$ cat config.mk
export PLATFORM = sky130hd
export DESIGN_NAME = dtc_timer_counter
export DESIGN_NICKNAME = d
export VERILOG_FILES = /design/src/design/dtc_pkg.sv /design/src/design/dtc_prescaler.sv /design/src/design/dtc_channel.sv /design/src/design/dtc_timer_counter.sv
export VERILOG_INCLUDE_DIRS = /design/src /design/src/design
export SDC_FILE = /design/constraint.sdc
export NUM_CORES = 1
export LEC_CHECK = 0
export ABC_AREA = 1
export BUFFER_PORTS_ARGS = -buffer_cell sky130_fd_sc_hd__buf_4
export CAP_MARGIN = 20
export CORE_AREA = 2 2 114 116
export DETAILED_ROUTE_END_ITERATION = 6
export DIE_AREA = 0 0 116 118
export GPL_TIMING_DRIVEN = 0
export PLACE_DENSITY = 0.49
export SLEW_MARGIN = 20
export SYNTH_ARGS = -nofsm -noshare
export SYNTH_HDL_FRONTEND = slang
export SYNTH_SLANG_ARGS = --single-unit
export TNS_END_PERCENT = 20
$ cat constraint.sdc
create_clock -name sys_clk -period 2.2 [get_ports sys_clk]
set_input_delay 0.11 -clock sys_clk [delete_from_list [all_inputs] [get_ports sys_clk]]
set_output_delay 0.11 -clock sys_clk [all_outputs]
set_load 0.01 [all_outputs]
$ cat src/design/dtc_params.svh
// Purpose: constants for the dual 12-bit timer/counter block
// Assumes: sys_clk is the basic clock fc; one instruction cycle is eight fc periods
// Notes:   offsets are 5-bit output port addresses of the core
//
// Overview of operation
// - two independent 12-bit counters, own modes
// - count held as RAM-addressable nibbles, presettable
// - stopped mode leaves nibbles as plain storage
// - command ports 0x1C and 0x1D, reset zero
// - count on rising pulse edge after command
// - increment steals one instruction cycle, holds fetch
// - simultaneous requests: first counter, then second
// - wrap FFF to 000 raises overflow request
// - counting continues from zero after overflow
// - event mode counts external pin rising edges
// - timer mode uses divider taps 2^10..2^22
// - fastest timer rate: one steal per 128 cycles
// - timer mode leaves pins as ordinary ports
// - pulse width counts internal pulses while pin high
// - first counter has no external input pin
// - periodic interrupt at first divider edge after write
// - periodic command write never clears divider
`ifndef DTC_PARAMS_SVH
`define DTC_PARAMS_SVH

`define DTC_CNT_W          12
`define DTC_PORT_W         5
`define DTC_ADDR_PERIODIC  5'h19
`define DTC_ADDR_CTRL_ONE  5'h1C
`define DTC_ADDR_CTRL_TWO  5'h1D
`define DTC_CTRL_RESET     4'h0
`define DTC_PERIODIC_RESET 4'h0
`define DTC_CTRL_MODE_MSB  3
`define DTC_CTRL_MODE_LSB  2
`define DTC_CTRL_RATE_MSB  1
`define DTC_CTRL_RATE_LSB  0
`define DTC_PERIODIC_EN    3
`define DTC_DIV_W          22
`define DTC_TAP_0          9
`define DTC_TAP_1          13
`define DTC_TAP_2          17
`define DTC_TAP_3          21
`define DTC_INSTR_LOG2     3
`define DTC_NIBBLES        3

`endif

$ cat src/design/dtc_pkg.sv
// Purpose: shared types of the dual timer/counter
// Assumes: nothing beyond the constants header
// Notes:   mode codes are the upper two bits of a command nibble
package dtc_pkg;

    typedef enum logic [1:0] {
        DTC_STOP  = 2'b00,
        DTC_EVENT = 2'b01,
        DTC_TIMER = 2'b10,
        DTC_PULSE = 2'b11
    } dtc_mode_t;

    typedef enum logic {
        DTC_IDLE  = 1'b0,
        DTC_COUNT = 1'b1
    } dtc_state_t;

    // output port write from the core
    typedef struct packed {
        logic       en;
        logic [4:0] addr;
        logic [3:0] data;
    } dtc_port_wr_t;

    // RAM access aimed at the count nibbles: idx[2] counter, idx[1:0] nibble
    typedef struct packed {
        logic       wr;
        logic       rd;
        logic [2:0] idx;
        logic [3:0] data;
    } dtc_ram_req_t;

endpackage

$ cat src/design/dtc_prescaler.sv
// Purpose: free-running fc divider chain, instruction cycle tick and rate taps
// Assumes: sys_clk is fc
// Notes:   never cleared by any command, only by reset
`timescale 1ns/1ns
`default_nettype none
`include "dtc_params.svh"

module dtc_prescaler
    import dtc_pkg::*;
#(
    parameter int DIV_W = `DTC_DIV_W
) (
    // clock and reset
    input  wire logic       sys_clk,
    input  wire logic       reset,
    // timing outputs
    output logic            instr_tick,
    output logic [3:0]      tap_level,
    output logic [3:0]      tap_rise
);

    localparam int TAPS [4] = '{`DTC_TAP_0, `DTC_TAP_1, `DTC_TAP_2, `DTC_TAP_3};

    logic [DIV_W-1:0] div_ff;
    logic [3:0]       tap_prev_ff;
    logic [3:0]       tap_rise_ff;

    if (DIV_W < `DTC_TAP_3 + 1) begin : g_bad_width
        $error("dtc_prescaler: DIV_W too small for the slowest tap");
    end

    // chain runs free; the periodic command cannot clear it
    always_ff @(posedge sys_clk) begin
        if (reset) begin
            div_ff <= '0;
        end else begin
            div_ff <= div_ff + {{(DIV_W-1){1'b0}}, 1'b1};
        end
    end

    // last fc period of each eight-period instruction cycle
    assign instr_tick = &div_ff[`DTC_INSTR_LOG2-1:0];

    for (genvar t = 0; t < 4; t++) begin : g_tap
        assign tap_level[t] = div_ff[TAPS[t]];
        always_ff @(posedge sys_clk) begin
            if (reset) begin
                tap_prev_ff[t] <= 1'b0;
                tap_rise_ff[t] <= 1'b0;
            end else begin
                tap_prev_ff[t] <= div_ff[TAPS[t]];
                tap_rise_ff[t] <= div_ff[TAPS[t]] & ~tap_prev_ff[t];
            end
        end
    end

    assign tap_rise = tap_rise_ff;

endmodule
`default_nettype wire

$ cat src/design/dtc_channel.sv
// Purpose: one counter's command register and count request source
// Assumes: pin input is asynchronous to sys_clk
// Notes:   the request is a one-cycle pulse; the owner keeps it pending
`timescale 1ns/1ns
`default_nettype none
`include "dtc_params.svh"

module dtc_channel
    import dtc_pkg::*;
#(
    parameter bit HAS_PIN = 1'b1
) (
    // clock and reset
    input  wire logic       sys_clk,
    input  wire logic       reset,
    // command port
    input  wire logic       ctrl_wr,
    input  wire logic [3:0] ctrl_data,
    // count sources
    input  wire logic       count_pin,
    input  wire logic [3:0] tap_rise,
    // results
    output dtc_mode_t       mode,
    output logic            pin_used,
    output logic            count_req
);

    logic [3:0] ctrl_ff;
    logic       pin_meta_ff;
    logic       pin_sync_ff;
    logic       pin_prev_ff;
    logic       rate_rise;
    logic       pin_rise;
    logic       pin_high;

    always_ff @(posedge sys_clk) begin
        if (reset) begin
            ctrl_ff <= `DTC_CTRL_RESET;
        end else if (ctrl_wr) begin
            ctrl_ff <= ctrl_data;
        end
    end

    always_ff @(posedge sys_clk) begin
        if (reset) begin
            pin_meta_ff <= 1'b0;
            pin_sync_ff <= 1'b0;
            pin_prev_ff <= 1'b0;
        end else begin
            pin_meta_ff <= count_pin;
            pin_sync_ff <= pin_meta_ff;
            pin_prev_ff <= pin_sync_ff;
        end
    end

    assign mode      = dtc_mode_t'(ctrl_ff[`DTC_CTRL_MODE_MSB:`DTC_CTRL_MODE_LSB]);
    assign rate_rise = tap_rise[ctrl_ff[`DTC_CTRL_RATE_MSB:`DTC_CTRL_RATE_LSB]];
    // no pin on the first counter: its pin modes never count
    assign pin_rise  = HAS_PIN & pin_sync_ff & ~pin_prev_ff;
    assign pin_high  = HAS_PIN & pin_sync_ff;
    // pin stays an ordinary port in stopped and timer modes
    assign pin_used  = HAS_PIN & ctrl_ff[`DTC_CTRL_MODE_LSB];

    always_comb begin
        case (mode)
            DTC_EVENT: count_req = pin_rise;
            DTC_TIMER: count_req = rate_rise;
            DTC_PULSE: count_req = rate_rise & pin_high;
            default:   count_req = 1'b0;
        endcase
        // an edge coinciding with the command write is not the first after it
        if (ctrl_wr) begin
            count_req = 1'b0;
        end
    end

endmodule
`default_nettype wire

$ cat src/design/dtc_timer_counter.sv
// Purpose: dual 12-bit timer/counter with cycle-stealing increment and periodic interrupt
// Assumes: core flags instruction completion in the instruction cycle that ends it
// Notes:   count nibbles live here and answer the core's RAM accesses for their addresses
`timescale 1ns/1ns
`default_nettype none
`include "dtc_params.svh"

module dtc_timer_counter
    import dtc_pkg::*;
#(
    parameter int CNT_W = `DTC_CNT_W,
    parameter int DIV_W = `DTC_DIV_W
) (
    // clock and reset
    input  wire logic         sys_clk,
    input  wire logic         reset,
    // command port writes from the core
    input  wire dtc_port_wr_t port_wr,
    // RAM accesses to the count nibbles
    input  wire dtc_ram_req_t ram_req,
    output logic [3:0]        ram_rdata,
    // instruction sequencing
    input  wire logic         instr_end,
    output logic              instr_tick,
    output logic              count_stall,
    // external count pin of the second counter
    input  wire logic         second_count_pin,
    output logic [1:0]        pin_used,
    // interrupts
    input  wire logic [1:0]   ovf_ack,
    output logic [1:0]        ovf_irq,
    output logic              periodic_irq
);

    if (CNT_W != `DTC_NIBBLES * 4) begin : g_bad_cnt
        $error("dtc_timer_counter: CNT_W must be three nibbles");
    end

    logic [3:0]     tap_level;
    logic [3:0]     tap_rise;
    dtc_mode_t      mode [2];
    logic [1:0]     count_req;
    logic [1:0]     ctrl_wr;

    logic [CNT_W-1:0] cnt_ff [2];
    logic [1:0]       pend_ff;
    logic [1:0]       ovf_ff;
    dtc_state_t       state_ff;
    dtc_state_t       nxt_state;
    logic             sel_ff;
    logic             nxt_sel;
    logic [1:0]       serviced;
    logic [3:0]       rdata_ff;
    logic [3:0]       periodic_ctrl_ff;
    logic             periodic_ff;

    dtc_prescaler #(
        .DIV_W      (DIV_W)
    ) u_prescaler (
        .sys_clk    (sys_clk),
        .reset      (reset),
        .instr_tick (instr_tick),
        .tap_level  (),
        .tap_rise   (tap_rise)
    );

    assign ctrl_wr[0] = port_wr.en && (port_wr.addr == `DTC_ADDR_CTRL_ONE);
    assign ctrl_wr[1] = port_wr.en && (port_wr.addr == `DTC_ADDR_CTRL_TWO);

    for (genvar i = 0; i < 2; i++) begin : g_ch
        dtc_channel #(
            .HAS_PIN   (i == 1)
        ) u_channel (
            .sys_clk   (sys_clk),
            .reset     (reset),
            .ctrl_wr   (ctrl_wr[i]),
            .ctrl_data (port_wr.data),
            .count_pin ((i == 1) ? second_count_pin : 1'b0),
            .tap_rise  (tap_rise),
            .mode      (mode[i]),
            .pin_used  (pin_used[i]),
            .count_req (count_req[i])
        );

        // pending request: a new one wins over the service that clears it;
        // stopping the counter drops it so the nibbles stay untouched
        always_ff @(posedge sys_clk) begin
            if (reset) begin
                pend_ff[i] <= 1'b0;
            end else if (mode[i] == DTC_STOP) begin
                pend_ff[i] <= 1'b0;
            end else begin
                pend_ff[i] <= (pend_ff[i] & ~serviced[i]) | count_req[i];
            end
        end

        // count nibbles: RAM writes preset them, the increment steps them
        always_ff @(posedge sys_clk) begin
            if (reset) begin
                cnt_ff[i] <= '0;
            end else if (ram_req.wr && ram_req.idx[2] == 1'(i)
                         && ram_req.idx[1:0] < 2'(`DTC_NIBBLES)) begin
                cnt_ff[i][ram_req.idx[1:0]*4 +: 4] <= ram_req.data;
            end else if (serviced[i]) begin
                // wraps to zero and keeps going
                cnt_ff[i] <= cnt_ff[i] + {{(CNT_W-1){1'b0}}, 1'b1};
            end
        end

        // overflow latch: set wins over acceptance in the same cycle
        always_ff @(posedge sys_clk) begin
            if (reset) begin
                ovf_ff[i] <= 1'b0;
            end else if (serviced[i] && (&cnt_ff[i])) begin
                ovf_ff[i] <= 1'b1;
            end else if (ovf_ack[i]) begin
                ovf_ff[i] <= 1'b0;
            end
        end

        // increment lands at the end of the stolen instruction cycle
        assign serviced[i] = (state_ff == DTC_COUNT) && instr_tick && (sel_ff == 1'(i))
                             && (mode[i] != DTC_STOP);
    end

    // count cycle sequencer: one stolen instruction cycle per increment
    always_comb begin
        nxt_state = state_ff;
        nxt_sel   = sel_ff;
        case (state_ff)
            DTC_IDLE: begin
                if (instr_tick && instr_end && (|pend_ff)) begin
                    nxt_state = DTC_COUNT;
                    nxt_sel   = ~pend_ff[0];
                end
            end
            DTC_COUNT: begin
                if (instr_tick) begin
                    // the other counter follows straight on in the next cycle
                    if (sel_ff == 1'b0 && pend_ff[1]) begin
                        nxt_sel = 1'b1;
                    end else if (sel_ff == 1'b1 && (pend_ff[0] | count_req[0])) begin
                        nxt_sel = 1'b0;
                    end else begin
                        nxt_state = DTC_IDLE;
                    end
                end
            end
            default: begin
                nxt_state = DTC_IDLE;
            end
        endcase
    end

    always_ff @(posedge sys_clk) begin
        if (reset) begin
            state_ff <= DTC_IDLE;
            sel_ff   <= 1'b0;
        end else begin
            state_ff <= nxt_state;
            sel_ff   <= nxt_sel;
        end
    end

    // fetch and interrupt acceptance wait while the cycle is stolen
    assign count_stall = (state_ff == DTC_COUNT);

    // read back of the nibbles; the unused fourth nibble reads zero
    always_ff @(posedge sys_clk) begin
        if (reset) begin
            rdata_ff <= 4'h0;
        end else if (ram_req.rd) begin
            if (ram_req.idx[1:0] < 2'(`DTC_NIBBLES)) begin
                rdata_ff <= cnt_ff[ram_req.idx[2]][ram_req.idx[1:0]*4 +: 4];
            end else begin
                rdata_ff <= 4'h0;
            end
        end
    end

    assign ram_rdata = rdata_ff;
    assign ovf_irq   = ovf_ff;

    // periodic interrupt: bit 3 enables, bits 1:0 pick the divider tap
    always_ff @(posedge sys_clk) begin
        if (reset) begin
            periodic_ctrl_ff <= `DTC_PERIODIC_RESET;
        end else if (port_wr.en && port_wr.addr == `DTC_ADDR_PERIODIC) begin
            periodic_ctrl_ff <= port_wr.data;
        end
    end

    // the chain is not restarted, so the first pulse can come early
    always_ff @(posedge sys_clk) begin
        if (reset) begin
            periodic_ff <= 1'b0;
        end else begin
            periodic_ff <= periodic_ctrl_ff[`DTC_PERIODIC_EN]
                           && tap_rise[periodic_ctrl_ff[1:0]]
                           && !(port_wr.en && port_wr.addr == `DTC_ADDR_PERIODIC);
        end
    end

    assign periodic_irq = periodic_ff;

endmodule
`default_nettype wire

Yosys cells after proc, flatten, opt, wreduce, memory -nomap -nowiden
Memory sizes are Yosys's and may differ from the RTL's.
Index checks and enable logic that the tools add are counted.
{"block": "op_classes", "addsub": 4, "n_lt_le_gt_ge": 4, "n_eq_ne": 10, "shift": 3, "muxes": 89, "n_bitwise": 70, "reduce_logical": 34}
{"op": "$mux 1", "n": 80}
{"op": "$or 1x1->1", "n": 51}
{"op": "$neg 4->34", "n": 1}
{"op": "$shift 4x34->12 const A", "n": 1}
{"op": "$shiftx 4x34->12", "n": 1}
{"op": "$add 12x1->12 const B", "n": 2}
{"op": "$mux 12", "n": 2}
{"op": "$reduce_and 12->1", "n": 2}
{"op": "$add 22x1->22 const B", "n": 1}
{"op": "$logic_and 1x1->1", "n": 20}
{"op": "$eq 5x5->1 const B", "n": 3}
{"op": "$shiftx 12x5->4", "n": 1}
{"op": "$not 1->1", "n": 11}
{"op": "$lt 2x3->1 const B", "n": 3}
{"op": "$and 1x1->1", "n": 8}
{"op": "$reduce_bool 2->1", "n": 4}
{"op": "$bmux 1 s2", "n": 3}
{"op": "$eq 2x2->1 const B", "n": 3}
{"op": "$reduce_and 3->1", "n": 2}
{"op": "$reduce_or 2->1", "n": 3}
{"op": "$logic_not 2->1", "n": 2}
{"op": "$mux 4", "n": 1}
{"op": "$ne 2x2->1 const B", "n": 2}
{"op": "$pmux 1 s2", "n": 2}
{"op": "5 further kinds", "n": 5}
{"block": "word_totals", "regBits": 56, "ramBits": 24, "in_bits": 25, "out_inout_bits": 11, "wordCells": 238, "n_memories": 1}
{"name": "cnt_ff", "depth": 2, "word_bits": 12, "rd": 3, "rd_clocked_by_memory_dff": 0, "wr": 2, "line": "dtc_timer_counter.sv:45", "text": "logic [CNT_W-1:0] cnt_ff [2];"}

Depth between registers and ports, before layout
{"block": "logic_depth", "depth_word": 10, "mapped_depth": 11}

Cells and area by module
Synthesis repeated with hierarchy kept, for this count alone.
{"block": "unflattened", "cells_unflattened": 644, "hier_area_um2": 4662.0}
{"mod": "dtc_timer_counter", "instances": 1, "cells_per_inst": 392, "area_per_inst_um2": 2763.9, "seq_area_each_um2": 1001.0}
{"mod": "dtc_prescaler", "instances": 1, "cells_per_inst": 179, "area_per_inst_um2": 1385.1, "seq_area_each_um2": 600.6}
{"mod": "dtc_channel (g_ch[1].u_channel)", "instances": 1, "cells_per_inst": 39, "area_per_inst_um2": 290.3, "seq_area_each_um2": 140.1}
{"mod": "dtc_channel (g_ch[0].u_channel)", "instances": 1, "cells_per_inst": 34, "area_per_inst_um2": 222.7, "seq_area_each_um2": 80.1}

Worst setup path before layout
OpenSTA, ideal clock, no wires.
{"block": "synth_timing", "path_kind": "reg2reg", "startpoint": "register u_prescaler.div_ff[0]", "endpoint": "memory cnt_ff[1][10] (netlist name) (enable)", "setup_ns": 0.312, "arrival_ns": 1.555, "required_ns": 1.888, "path_slack_ns": 0.333, "stages_incl_launch_ff": 8, "path_buffers": 1, "period_less_slack_ns": 1.867, "cell_sequence": "dfxtp_1 -> ha_1 -> ha_1 -> nand2_1 -> nor2_1 -> nand3_1 -> buf_2 -> nand3_1"}
{"item": "start, declared", "line": "dtc_prescaler.sv:24", "text": "logic [DIV_W-1:0] div_ff;"}
{"item": "start signal, assigned", "line": "dtc_prescaler.sv:37", "text": "div_ff <= div_ff + {{(DIV_W-1){1'b0}}, 1'b1};"}
{"item": "end, declared", "line": "dtc_timer_counter.sv:45"}

==> flow_summary.toml <==
[status]
status = "completed"

[final_layout]
utilization_pct = 41.0
instances_no_fill = 797
drive_gt1_share_pct = 13.8
final_nets = 653
area.growth.synth_to_final_pct = 19.9
diodes = 0

[global_routing]
grt_start_max_net_pins = 14
overflow = 0
grt_pass1_wl_um = 18000
grt_use_total_pct = 16.9
grt_pass1_vias = 3686
antenna_found_initial = 0

[clocking]
cts_tree = "done"
cts-buffers-inserted = 9
clock_latency_ps = 340
path_clk_slew_ps = 60
clk_path_buf_depth = 2
postCtsSetupBuffers = 0
htree_levels = 3
ctsRootBufferMaster = "clkbuf_16"
clock_sinks = 79

[synth]
synth_top_cell_area_share_pct = 26.0
synthTopCellsByArea = "dfxtp_1 26%, edfxtp_1 17%, nand2_1 8.7%"
synth_cell_types = 40
synth-edff-count = 24
seq_area_frac_synth_pct = 42.9
syn_avg_cell_area_um2 = 7.39
synth_top_area_cell = "dfxtp_1"
ys_ff_latch = 79
synth_common_cells = "98 x nand2_1, 82 x inv_1, 78 x nor2_1"
synth_cells = 574
async_flop_share_pct = 0
yosysMostFrequentCell = "nand2_1"
syn-num-nets = 607
synthFlopType = "dfxtp_1"
yosys_warnings = 0
syn_area_um2 = 4240

[detailed_routing]
num_vias = 3792
ant_nets = 0
wire_per_inst_um = 13.9
drc = 0
drt-total-wl_um = 11000
drt_iter0_drc = 159
vias_per_cell = 4.76
first_pass_iters = 4

[flow_run]
cap_violations = 0

[floorplanning]
core-area_um2 = 12400
boundaryPins = 36
die_h_um = 118
start_util_pct = 34.2
dieWidth_um = 116
fp-row-count = 41
die-area_um2 = 13700

[worst_hold_path]
holdCritStartpoint = "port_wr[3]"
min_path_type = "input pin to register"

[place]
place_hpwl_um = 8500
port_buffers = 34
post-place-ws_ps = -81.5
routabilityCongestion = 0.920
place_inst = 780

[setup_path]
r2r_start = "u_prescaler.div_ff[1]"
cp.required_ps = 2220
cp_max_fo = 10
crit_arrival_ps = 2060
critPathCaptureType = "register"
start_kind = "register"
cp-startpoint = "u_prescaler.div_ff[1]"
critPathKind = "register to register"

[timing]
worst_pin_slew_ps = 652
max_freq_mhz = 490
finalMaxSlewViolations = 0
setup_tns_ps = 0
fin_skew_ps = 7.92
holdWs_ps = 30.0
slew_headroom_pct = 56.6
fin_crit_ps = 2040
setup_viol = 0
finalHoldViolations = 0
fin_crit_sh_pct = 92.8
setup_ws_ps = 159

[power]
p_int_w = 0.00271
peakVddDrop_mv = 0.610
combPwrFrac_pct = 6.9
swShare_pct = 22.2
powerDensity_nw_per_um2 = 684
clockPowerShare_pct = 47.8
p_seq_share_pct = 45.3
power.switching_w = 0.000773
cellLeakagePower_nw = 1.95
-- cells by family after synthesis --
| group | share of synthesized area, % |
|---|---|
| and+or+nand+nor | 27.1 |
| AOI/OAI and AO/OA | 15.4 |
| buffers and inverters | 9.03 |
| DFF | 42.9 |
| xor gates and xnor gates | 3.10 |
| adders and majority gates | 2.36 |
| other | 0.0884 |
-- metrics by stage --
stage	power (W)	area, µm²
final	0.00348	5090
after global placement	0.00184	4710
after CTS	0.00352	5070
after global routing	0.00361	5090
after detailed placement	0.00184	4710
after floorplan	0.00173	4240
-- registers in the layout, summed over array words and instances (netlist names) --
name	cells
u_prescaler.tap_prev_ff	4
cnt_ff	24
count_stall	1
u_prescaler.div_ff	22
g_ch.u_channel.pin_prev_ff	1
ovf_irq	2
g_ch.u_channel.pin_high	1
periodic_ctrl_ff	3
g_ch.u_channel.ctrl_ff	8
periodic_irq	1
sel_ff	1
g_ch.u_channel.pin_meta_ff	1
ram_rdata	4
pend_ff	2
u_prescaler.tap_rise	4
-- layer usage --
metal	GRT usage, %	share of wire [%]	vias up
met5	0	0	-
met4	5.58	2.1	0
met3	3.96	3.5	15
met2	28.1	48	70
met1	21.5	46	1732
li1	-	-	1975
-- cell usage in the layout (no fill, tap or decap), types with 8 or more instances in the layout --
cell type,instances
buf_4,37
a21oi_1,50
nand3_2,8
nand2_1,98
xor2_1,9
nor2_1,77
o21ai_1,11
inv_1,82
edfxtp_1,24
nor3_1,9
ha_1,8
nand3_1,26
o21ai_0,47
clkbuf_16,11
dfxtp_1,54
-- power groups by stage --
stage	logic, W	registers, W	clock network (W)
after floorplan	0.000138	0.00159	0
after detailed placement	0.000238	0.00161	0
after global placement	0.000234	0.00160	0
after CTS	0.000240	0.00157	0.00170
final	0.000240	0.00157	0.00166
after global routing	0.000271	0.00158	0.00176
-- worst paths after layout --
check                                                to  slack (ps)  depth (start not counted)
worst max-delay path                       cnt_ff[1][8]         160                          7
worst min-delay path                periodic_ctrl_ff[3]          30                          3
worst max register to register             cnt_ff[1][8]         160                          7
worst min register to register  u_prescaler.tap_rise[0]         390                          1
-- worst max-delay path: stages, from the launching register on --
cell	delay [ps]
dfxtp_1	370
ha_1	190
ha_1	220
nand2_1	160
nor2_4	150
nand3_2	170
buf_2	230
nand3_1	230
-- timing repair --
action                                  4_1_cts  5_1_grt
endpoints found under the setup margin       15       33
hold buffers                                  1        0
endpoints found under the hold margin         1        0
pin swaps                                     0        0
gates resized for setup                       2        5
-- cell type report --
class | count | area (µm²)
buffer | 12 | 60.1
clock inverter | 1 | 30.0
clock buffer | 15 | 310
tap | 172 | 215
sequential | 79 | 1820
inverter | 86 | 325
multi-input combinational | 397 | 2060
timing repair buffer | 35 | 265
fill | 1328 | 7330
Power figures use the tool's default switching activity.
